===== src/core/hims_defs.vh =====
`ifndef HIMS_DEFS_VH
`define HIMS_DEFS_VH
// interface modes
`define HIMS_MODE_PAR   2'h0
`define HIMS_MODE_SPI   2'h1
`define HIMS_MODE_I2C   2'h2
// parallel data word layout
`define HIMS_DATA_W     14
`define HIMS_MUX_LSB    11
`define HIMS_MUX_MSB    13
// serial word length for spi (24-bit frames)
`define HIMS_SPI_BITS   24
`define HIMS_SPI_CNT_W  5
// i2c target address (7 bits), arbitrary default
`define HIMS_I2C_ADDR   7'h2a
// fifo depth
`define HIMS_FIFO_DEPTH 8
// i2c engine states
`define HIMS_I2C_IDLE   3'h0
`define HIMS_I2C_ADDR_S 3'h1
`define HIMS_I2C_AACK   3'h2
`define HIMS_I2C_DATA   3'h3
`define HIMS_I2C_DACK   3'h4
`define HIMS_I2C_SKIP   3'h5
`endif


===== src/core/hims_host_if.v =====
// Summary of operation
// - queue enable high turns write queue on
// - queue used only in parallel mode
// - sample queue enable at reset and clear
// - parallel mode: pins are data bits 11-13
// - serial, select low: spi clock and data
// - serial, select high: i2c scl and sda
// - spi shifts in on falling clock edge
// - i2c works at 100 and 400 khz
// - sda only pulled low, never driven high
// - spi output launched on rising clock edge
`include "hims_defs.vh"
module hims_host_if #(
    parameter DATA_W     = `HIMS_DATA_W,
    parameter FIFO_DEPTH = `HIMS_FIFO_DEPTH,
    parameter FIFO_AW    = 3,
    parameter SPI_BITS   = `HIMS_SPI_BITS
) (
    // clock and reset
    input  wire              sys_clk,
    input  wire              arst_n,
    // mode straps
    input  wire              serial_parallel_select,
    input  wire              queue_enable,
    input  wire              clear_req,
    // parallel bus
    input  wire [10:0]       par_data_low,
    input  wire              data_bit_11_protocol_select,
    input  wire              data_bit_12_serial_clock,
    input  wire              data_bit_13_serial_data_in,
    output wire              data_bit_13_serial_data_out,
    output wire              data_bit_13_serial_data_oe_n,
    input  wire              par_write_n,
    output wire              par_ready,
    // spi readback
    input  wire              spi_sync_n,
    output reg               spi_sdo,
    // core side word stream
    output wire              word_valid,
    input  wire              word_ready,
    output wire [DATA_W-1:0] word_data,
    output reg  [SPI_BITS-1:0] serial_word,
    output reg               serial_word_valid,
    output wire [1:0]        mode,
    output wire              queue_active
);
    // every pin below comes from the host's clock domain, so none
    // of them may be read before two flops have settled it.
    // the straps, strobes and serial pins share one bundle so that
    // edges seen on them keep their relative order.
    // limitation: a pin edge is seen 2-3 sys_clk late, which is why
    // the serial clock half period must stay at 3 sys_clk or more.
    // pin synchronisers: all external levels pass two flops
    wire [17:0] pin_s;
    hims_sync #(.W(18)) u_sync (
        .sys_clk  (sys_clk),
        .arst_n   (arst_n),
        .async_in ({serial_parallel_select, queue_enable, clear_req, par_write_n, spi_sync_n,
                    data_bit_13_serial_data_in, data_bit_12_serial_clock,
                    data_bit_11_protocol_select, par_data_low[10:1]}),
        .sync_out (pin_s)
    );
    wire       ser_s   = pin_s[17];
    wire       qen_s   = pin_s[16];
    wire       clr_s   = pin_s[15];
    wire       wrn_s   = pin_s[14];
    wire       csn_s   = pin_s[13];
    wire       d13_s   = pin_s[12];
    wire       d12_s   = pin_s[11];
    wire       d11_s   = pin_s[10];
    wire [9:0] dlow_s  = pin_s[9:0];
    wire       d0_s;

    // bit 0 sampled by its own pair so the bundle above stays aligned
    hims_sync #(.W(1)) u_sync0 (
        .sys_clk  (sys_clk),
        .arst_n   (arst_n),
        .async_in (par_data_low[0]),
        .sync_out (d0_s)
    );

    // the select pin wins over the protocol pin: while it is low the
    // bit 11 pin is plain data and its level must not pick a protocol.
    // decode is combinational so a strap change is seen everywhere
    // in the same cycle; the straps are expected to stay put while
    // a transfer is under way.
    // mode decode from synchronised straps
    reg [1:0] mode_next;
    always @* begin
        if (!ser_s) begin
            mode_next = `HIMS_MODE_PAR;
        end else if (!d11_s) begin
            mode_next = `HIMS_MODE_SPI;
        end else begin
            mode_next = `HIMS_MODE_I2C;
        end
    end
    assign mode = mode_next;

    // one-cycle history of the synchronised pins gives the edges.
    // the synchronisers reset to zero, so pins that idle high show a
    // false rising edge just after reset; the boot walk below keeps
    // the parallel strobe closed until those edges have passed.
    // the serial paths need no gate: the spi select is high and the i2c engine idle then.
    // edge history of the serial pins and strobes
    reg clk_d_reg;   // previous sclk/scl level
    reg sda_d_reg;   // previous sda level
    reg wrn_d_reg;   // previous write strobe
    reg clr_d_reg;   // previous clear level
    reg [2:0] boot_reg;  // one-hot walk; bit 2 marks settled straps
    always @(posedge sys_clk or negedge arst_n) begin
        if (!arst_n) begin
            clk_d_reg <= 1'b0;
            sda_d_reg <= 1'b1;
            wrn_d_reg <= 1'b1;
            clr_d_reg <= 1'b1;
            boot_reg  <= 3'h1;
        end else begin
            clk_d_reg <= d12_s;
            sda_d_reg <= d13_s;
            wrn_d_reg <= wrn_s;
            clr_d_reg <= clr_s;
            boot_reg  <= {boot_reg[1:0], 1'b0};
        end
    end
    wire clk_fall = clk_d_reg && !d12_s;
    wire clk_rise = !clk_d_reg && d12_s;
    wire clr_fall = clr_d_reg && !clr_s;

    // the strap is caught once the synchroniser holds the real pin
    // level (third edge after release), and again on each clear.
    // sampling earlier would catch the synchroniser's reset zero.
    // between those moments the pin is ignored, so a host may move
    // it freely without disturbing a queue that is already running.
    // queue enable strap caught after reset and on each clear
    reg qen_reg;
    always @(posedge sys_clk or negedge arst_n) begin
        if (!arst_n) begin
            qen_reg <= 1'b0;
        end else if (boot_reg[2] || clr_fall) begin
            qen_reg <= qen_s;
        end
    end
    // host must tie strap low in serial modes; gate anyway
    assign queue_active = qen_reg && (mode_next == `HIMS_MODE_PAR);

    // the word is taken when the strobe rises, from the same
    // synchronised sample as the strobe edge, so the host must hold
    // the bus a few sys_clk past the strobe's rising edge.
    // with the queue on, the host may write until par_ready drops;
    // with it off, only one word is held and par_ready says so.
    // trade-off: the bypass costs a stall per word but no storage.
    // parallel word capture on write strobe rising edge
    wire [DATA_W-1:0] par_word = {d13_s, d12_s, d11_s, dlow_s, d0_s};
    wire par_strobe = (mode_next == `HIMS_MODE_PAR) && !wrn_d_reg && wrn_s && (boot_reg == 3'h0);
    reg  [DATA_W-1:0] hold_reg;   // bypass holding word when queue off
    reg               hold_v_reg;
    wire              fifo_in_ready;
    wire              fifo_out_valid;
    wire [DATA_W-1:0] fifo_out_data;
    hims_fifo #(.WIDTH(DATA_W), .DEPTH(FIFO_DEPTH), .AW(FIFO_AW)) u_fifo (
        .sys_clk   (sys_clk),
        .arst_n    (arst_n),
        .flush     (!queue_active),
        .in_valid  (par_strobe && queue_active),
        .in_ready  (fifo_in_ready),
        .in_data   (par_word),
        .out_valid (fifo_out_valid),
        .out_ready (word_ready),
        .out_data  (fifo_out_data)
    );
    // without the queue only one word may be outstanding; ready tells host
    always @(posedge sys_clk or negedge arst_n) begin
        if (!arst_n) begin
            hold_reg   <= {DATA_W{1'b0}};
            hold_v_reg <= 1'b0;
        end else if (par_strobe && !queue_active && !hold_v_reg) begin
            hold_reg   <= par_word;
            hold_v_reg <= 1'b1;
        end else if (hold_v_reg && word_ready) begin
            hold_v_reg <= 1'b0;
        end
    end
    assign word_valid = queue_active ? fifo_out_valid : hold_v_reg;
    assign word_data  = queue_active ? fifo_out_data : hold_reg;
    assign par_ready  = queue_active ? fifo_in_ready : !hold_v_reg;

    // frames are framed by the select pin; raising it early resets
    // the bit count so a cut frame leaves no half word behind.
    // the last word received is echoed on the output pin during the
    // next frame, which is what lets several parts share one chain.
    // limitation: the oversampled clock caps the link far below the
    // rate a pin-clocked shifter would reach.
    // the output changes on the rising edge so it is steady at fall.
    // spi shifter: in on falling, out on rising
    reg [SPI_BITS-1:0]        sh_reg;
    reg [`HIMS_SPI_CNT_W-1:0] bit_cnt_reg;
    reg [SPI_BITS-1:0]        tx_reg;   // readback/daisy shift-out
    wire spi_on = (mode_next == `HIMS_MODE_SPI) && !csn_s;
    always @(posedge sys_clk or negedge arst_n) begin
        if (!arst_n) begin
            sh_reg            <= {SPI_BITS{1'b0}};
            bit_cnt_reg       <= {`HIMS_SPI_CNT_W{1'b0}};
            tx_reg            <= {SPI_BITS{1'b0}};
            spi_sdo           <= 1'b0;
            serial_word       <= {SPI_BITS{1'b0}};
            serial_word_valid <= 1'b0;
        end else begin
            serial_word_valid <= 1'b0;
            if (!spi_on) begin
                bit_cnt_reg <= {`HIMS_SPI_CNT_W{1'b0}};
            end else if (clk_fall) begin
                // sample assumes host held data stable at this edge
                sh_reg <= {sh_reg[SPI_BITS-2:0], d13_s};
                if (bit_cnt_reg == SPI_BITS - 1) begin
                    bit_cnt_reg       <= {`HIMS_SPI_CNT_W{1'b0}};
                    serial_word       <= {sh_reg[SPI_BITS-2:0], d13_s};
                    serial_word_valid <= 1'b1;
                    tx_reg            <= {sh_reg[SPI_BITS-2:0], d13_s};  // daisy chain
                end else begin
                    bit_cnt_reg <= bit_cnt_reg + 5'h01;
                end
            end else if (clk_rise) begin
                spi_sdo <= tx_reg[SPI_BITS-1];
                tx_reg  <= {tx_reg[SPI_BITS-2:0], 1'b0};
            end
        end
    end

    // start and stop are told apart from data by the data line moving
    // while the clock is high; everything else samples on the rise.
    // the ack is pulled on the fall after the eighth bit and let go
    // on the fall after the ack slot, so the line is never changed
    // while the clock is high.
    // a foreign address parks the engine until the next start or stop, so
    // later bytes meant for another part are never acked.
    // bytes after the address are acked but not passed on.
    // i2c target: write-only byte receiver with acks
    // oversampling at 50 mhz covers 100 and 400 khz alike
    reg [2:0] i2c_st_reg;
    reg [7:0] i2c_sh_reg;
    reg [3:0] i2c_cnt_reg;   // bits taken since start or last ack
    reg       sda_low_reg;   // pull-down request
    wire i2c_on   = (mode_next == `HIMS_MODE_I2C);
    wire i2c_start = i2c_on && d12_s && sda_d_reg && !d13_s;
    wire i2c_stop  = i2c_on && d12_s && !sda_d_reg && d13_s;
    always @(posedge sys_clk or negedge arst_n) begin
        if (!arst_n) begin
            i2c_st_reg  <= `HIMS_I2C_IDLE;
            i2c_sh_reg  <= 8'h00;
            i2c_cnt_reg <= 4'h0;
            sda_low_reg <= 1'b0;
        end else if (!i2c_on || i2c_stop) begin
            i2c_st_reg  <= `HIMS_I2C_IDLE;
            sda_low_reg <= 1'b0;
        end else if (i2c_start) begin
            i2c_st_reg  <= `HIMS_I2C_ADDR_S;
            i2c_cnt_reg <= 4'h0;
            sda_low_reg <= 1'b0;
        end else begin
            case (i2c_st_reg)
                `HIMS_I2C_ADDR_S, `HIMS_I2C_DATA: begin
                    if (clk_rise) begin
                        i2c_sh_reg  <= {i2c_sh_reg[6:0], d13_s};
                        i2c_cnt_reg <= i2c_cnt_reg + 4'h1;
                    end else if (clk_fall && i2c_cnt_reg == 4'h8) begin
                        // count of eight keeps the fall right after start out
                        // eight bits in: ack own address on write, data always
                        if (i2c_st_reg == `HIMS_I2C_DATA ||
                            i2c_sh_reg == {`HIMS_I2C_ADDR, 1'b0}) begin
                            sda_low_reg <= 1'b1;
                            i2c_st_reg  <= (i2c_st_reg == `HIMS_I2C_DATA) ? `HIMS_I2C_DACK : `HIMS_I2C_AACK;
                        end else begin
                            i2c_st_reg <= `HIMS_I2C_SKIP;
                        end
                    end
                end
                `HIMS_I2C_AACK, `HIMS_I2C_DACK: begin
                    if (clk_fall) begin
                        sda_low_reg <= 1'b0;
                        i2c_cnt_reg <= 4'h0;
                        i2c_st_reg  <= `HIMS_I2C_DATA;
                    end
                end
                `HIMS_I2C_SKIP: begin
                    sda_low_reg <= 1'b0;
                end
                default: begin
                    i2c_st_reg <= `HIMS_I2C_IDLE;
                end
            endcase
        end
    end

    // the pad only ever pulls low; the high level comes from the
    // board's pull-up, so two parts on one bus can never fight.
    // the enable is gated by the mode so a strap change mid-ack
    // releases the line at once.
    // sda open drain: data always low, enable active low when pulling
    assign data_bit_13_serial_data_out  = 1'b0;
    assign data_bit_13_serial_data_oe_n = !(i2c_on && sda_low_reg);
endmodule


===== src/core/hims_sync.v =====
// two-flop synchroniser for a bundle of pin levels
module hims_sync #(
    parameter W = 1
) (
    // clock and reset
    input  wire         sys_clk,
    input  wire         arst_n,
    // async levels in, synchronised levels out
    input  wire [W-1:0] async_in,
    output wire [W-1:0] sync_out
);
    reg [W-1:0] meta_reg;  // first stage, read only by second stage
    reg [W-1:0] sync_reg;  // second stage

    // plain shift of two stages
    always @(posedge sys_clk or negedge arst_n) begin
        if (!arst_n) begin
            meta_reg <= {W{1'b0}};
            sync_reg <= {W{1'b0}};
        end else begin
            meta_reg <= async_in;
            sync_reg <= meta_reg;
        end
    end

    assign sync_out = sync_reg;
endmodule


===== src/core/hims_fifo.v =====
// small flip-flop fifo with valid/ready on both sides
module hims_fifo #(
    parameter WIDTH = 14,
    parameter DEPTH = 8,
    parameter AW    = 3
) (
    // clock and reset
    input  wire             sys_clk,
    input  wire             arst_n,
    // synchronous flush
    input  wire             flush,
    // fill side
    input  wire             in_valid,
    output wire             in_ready,
    input  wire [WIDTH-1:0] in_data,
    // drain side
    output wire             out_valid,
    input  wire             out_ready,
    output wire [WIDTH-1:0] out_data
);
    reg [WIDTH-1:0] mem_reg [0:DEPTH-1];  // storage in flops
    reg [AW-1:0]    wr_ptr_reg;           // write index
    reg [AW-1:0]    rd_ptr_reg;           // read index
    reg [AW:0]      count_reg;            // fill level

    wire push = in_valid && in_ready;
    wire pop  = out_valid && out_ready;

    // full/empty straight from the count
    assign in_ready  = (count_reg != DEPTH[AW:0]);
    assign out_valid = (count_reg != {(AW+1){1'b0}});
    assign out_data  = mem_reg[rd_ptr_reg];

    // storage write, no reset needed on data
    always @(posedge sys_clk) begin
        if (push) begin
            mem_reg[wr_ptr_reg] <= in_data;
        end
    end

    // pointers and count; wrap assumes power-of-two depth
    always @(posedge sys_clk or negedge arst_n) begin
        if (!arst_n) begin
            wr_ptr_reg <= {AW{1'b0}};
            rd_ptr_reg <= {AW{1'b0}};
            count_reg  <= {(AW+1){1'b0}};
        end else if (flush) begin
            wr_ptr_reg <= {AW{1'b0}};
            rd_ptr_reg <= {AW{1'b0}};
            count_reg  <= {(AW+1){1'b0}};
        end else begin
            if (push) begin
                wr_ptr_reg <= wr_ptr_reg + {{(AW-1){1'b0}}, 1'b1};
            end
            if (pop) begin
                rd_ptr_reg <= rd_ptr_reg + {{(AW-1){1'b0}}, 1'b1};
            end
            if (push && !pop) begin
                count_reg <= count_reg + {{AW{1'b0}}, 1'b1};
            end else if (pop && !push) begin
                count_reg <= count_reg - {{AW{1'b0}}, 1'b1};
            end
        end
    end
endmodule


===== config.mk =====
export PLATFORM = sky130hd
export DESIGN_NAME = hims_host_if
export DESIGN_NICKNAME = d
export VERILOG_FILES = /design/src/core/hims_host_if.v /design/src/core/hims_sync.v /design/src/core/hims_fifo.v
export VERILOG_INCLUDE_DIRS = /design/src /design/src/core
export SDC_FILE = /design/constraint.sdc
export NUM_CORES = 1
export LEC_CHECK = 0
export BUFFER_PORTS_ARGS = -buffer_cell sky130_fd_sc_hd__buf_2
export CORE_ASPECT_RATIO = 1.2
export CORE_MARGIN = 2
export CORE_UTILIZATION = 33
export CTS_CLUSTER_DIAMETER = 120
export DETAILED_ROUTE_END_ITERATION = 10
export HOLD_SLACK_MARGIN = 0.02
export SLEW_MARGIN = 25
export SYNTH_ARGS = -nofsm -noshare
export SYNTH_HDL_FRONTEND = slang
export SYNTH_HIERARCHICAL = 1
export SYNTH_SLANG_ARGS = --single-unit

===== constraint.sdc =====
create_clock -name sys_clk -period 4.05 [get_ports sys_clk]
set_clock_uncertainty 0.2 [all_clocks]
set_input_delay 0.81 -clock sys_clk [delete_from_list [all_inputs] [get_ports sys_clk]]
set_output_delay 0.81 -clock sys_clk [all_outputs]
set_load 0.05 [all_outputs]

==> impl_results.md <==
- Max-cap violations: 0
- Critical Path Source Type: register
- Commonest cells after routing, fill and taps aside: dfrtp_1 (160), edfxtp_1 (112), mux2_2 (98)
- Die Y: between 200 and 250 µm
- Crit. End Element: output pin
- Post-CTS Setup Bufs: 0
- Routing usage on met1: ~16%
- Final Hold Fails: 0
- Share of layout cells above drive strength 1: 35.1%
- FF-to-FF path depth: 6
- Global-route wire length before repair: 34.1 mm
- Hold-fix buffers, CTS: 0
- Area leader, netlist: dfrtp_1
- Minimum clock period: 3730 ps
- Worst setup path start: u_fifo/rd_ptr_reg[0]
- Final #Nets: 801
- Initial antenna violation count: 0
- Fillers: slightly above 3000
- Final ANT Viol Nets: 0
- Reg clk slew, reported paths: roughly 60 ps
- Row count: 73
- Number of vias per cell: around 4.8
- Arrival @ worst endpoint: between 2000 and 3000 ps
- Total Die Area: about 35000 µm²
- Die X: 171 µm
- Worst Max-Slew Pin Slew: ~890 ps
- Routed vias: roughly 6000
- Max frequency: around 270 MHz
- Area grow syn2layout: 17.3%
- Worst slack at placement: 831 ps
- Outcome: finished clean
- Slew headroom: 40.4%
- Per-cell routed wire length: around 17 µm
- CTS tree: built
- RR Startpoint: u_sync/sync_out[11]
- Clock net sink count: approximately 280
- DPL Wire Length: approximately 13 mm
- Starting DRT DRC Count: 330
- Met3 Use GR: 2.11%
- Yosys reg bits: around 280
- Critical path class: reg2out
- Unrepaired setup endpoints after global routing: no
- Synth warnings: 6
- Largest register FFs: 112
- R2r setup slk: 1210 ps
- Max VDD drop: 266 µV
- Routability Congestion: approximately 0.76
- Worst hold path type: in2async
- Leak: between 5 and 6 nW
- I/O pin count: 69
- Grt total ovfl: 0
- Post-synth EDFFs: between 100 and 150
- Sum Neg Setup Slack: 0 ps
- CTS Root Cell: clkbuf_16
- Cell area after synthesis: about 11000 µm²
- Drt first pass iters: 4
- GR Util met2: a little over a fifth
- Register area: 7500 µm²
- Multi-input combinational cell area: roughly 3400 µm²
- Synth top area share: 36.4%
- RR Endpoint: serial_word[3]
- # diodes: 0
- Max Slew Vio Count: 0
- Largest net degree at the start of global routing: 73
- PortBufs: 67
- Layer with the highest usage: met2
- Vias in the first global route: between 6000 and 7000
- Core box area: between 30000 and 40000 µm²
- Later-pin clock latency in the skew report: between 500 and 600 ps
- # resized after CTS: 0
- Total GRT Usage: roughly 12%
- Starting density of the core: roughly 33%
- Top post-synthesis cells by area: dfrtp_1 (36%), edfxtp_1 (30%), mux2_2 (10%), mux4_2 (5.7%), mux2i_1 (2.4%)
- Main synth FF type: dfrtp_1
- Ys async rst share: between 50% and 60%
- Worst setup path end: word_data[12]
- Syn avg cell area: 16.1 µm²
- Fin crit share: 92.0%
- CTS max path bufs: 3
- Commonest non-fill, non-tap cell in the layout: dfrtp_1
- Final worst setup slack: about 320 ps
- H-tree levels: 1
- Final setup fails: 0
- Routed WL: between 20 and 25 mm
- Power Dens Cells: about 470 nW/µm²
- Drc violations: 0
- Register area share after synthesis: between 60% and 70%
- Post-synth cell types: 63
- CP Max Fanout: 20
- Cts bufs inserted: 31
- Post-Synthesis Cells: just under 700
- Critical path data required time: around 3000 ps
-- final cells by class --
cell class                 count  area share, %
clock buffer                  43           6.55
sequential                   277           57.8
timing repair buffer          87           3.98
tap                          450           4.34
clock inverter                14           1.21
inverter                      12          0.347
multi-input combinational    362           25.8
-- cells by family (layout without fill, tap and decap cells) --
family / count (synthesis) / count (layout) / synth area share [%]
muxes: 155 / 155 / 18.3
AOI/OAI and AO/OA: 93 / 93 / 5.30
buffers and inverters: 48 / 156 / 2.31
adders and majority gates: 8 / 8 / 0.972
and+or+nand+nor: 95 / 95 / 4.60
DFF: 277 / 277 / 67.7
xor gates and xnor gates: 9 / 9 / 0.712
other: 1 / 2 / 0.0339
-- worst min path at each step --
stage | slack (ps) | to
6_report | 10 | sh_reg[13]
2_1_floorplan | 130 | u_sync/sync_out[0]
3_3_place_gp | 130 | u_sync/sync_out[12]
3_5_place_dp | 140 | u_sync/sync_out[5]
5_1_grt | 40 | sh_reg[12]
4_1_cts | 30 | sh_reg[13]
-- where the power goes --
part           internal, mW  switching [mW]
Combinational         0.101           0.220
Sequential             2.99          0.0485
Clock                  1.66            1.09
-- per-stage QoR --
| stage | instances | total power, mW | instance area, µm² | utilization (%) | hold WS, ps |
|---|---|---|---|---|---|
| 2_1_floorplan | 687 | 3.30 | 11100 | - | 131 |
| 3_3_place_gp | 1188 | 3.41 | 12000 | 36.2 | 133 |
| 3_5_place_dp | 1188 | 3.42 | 12000 | 36.2 | 136 |
| 4_1_cts | 1245 | 6.20 | 13000 | 39.3 | 26.7 |
| 5_1_grt | 1245 | 6.34 | 13000 | 39.3 | 43.2 |
| 6_report | 1245 | 6.10 | 13000 | 39.3 | 12.2 |
-- synth_stat cells, drive strengths merged (5+ instances only) --
library cell and number:
dfrtp 161, edfxtp 112, mux2 100, o21ai 52, mux4 28, mux2i 27, nand2 25, buf 24
nor2 18, clkbuf 12, inv 12, a21oi 11, nor3 11, nand2b 8, nand3 8, ha 7
a211oi 6, nor2b 5, xor2 5
-- metal layers --
metal	wire length, µm	up-vias
li1	-	2730
met1	9010	3069
met2	10700	105
met3	859	26
met4	318	0
met5	0	-
-- critical path, cell delays in order (launching register included) --
cell and delay [ps]:
dfrtp_2 620, buf_12 260, mux4_2 530, mux2_2 270, mux2_2 280, buf_2 220
(Power assumes the default switching activity.)
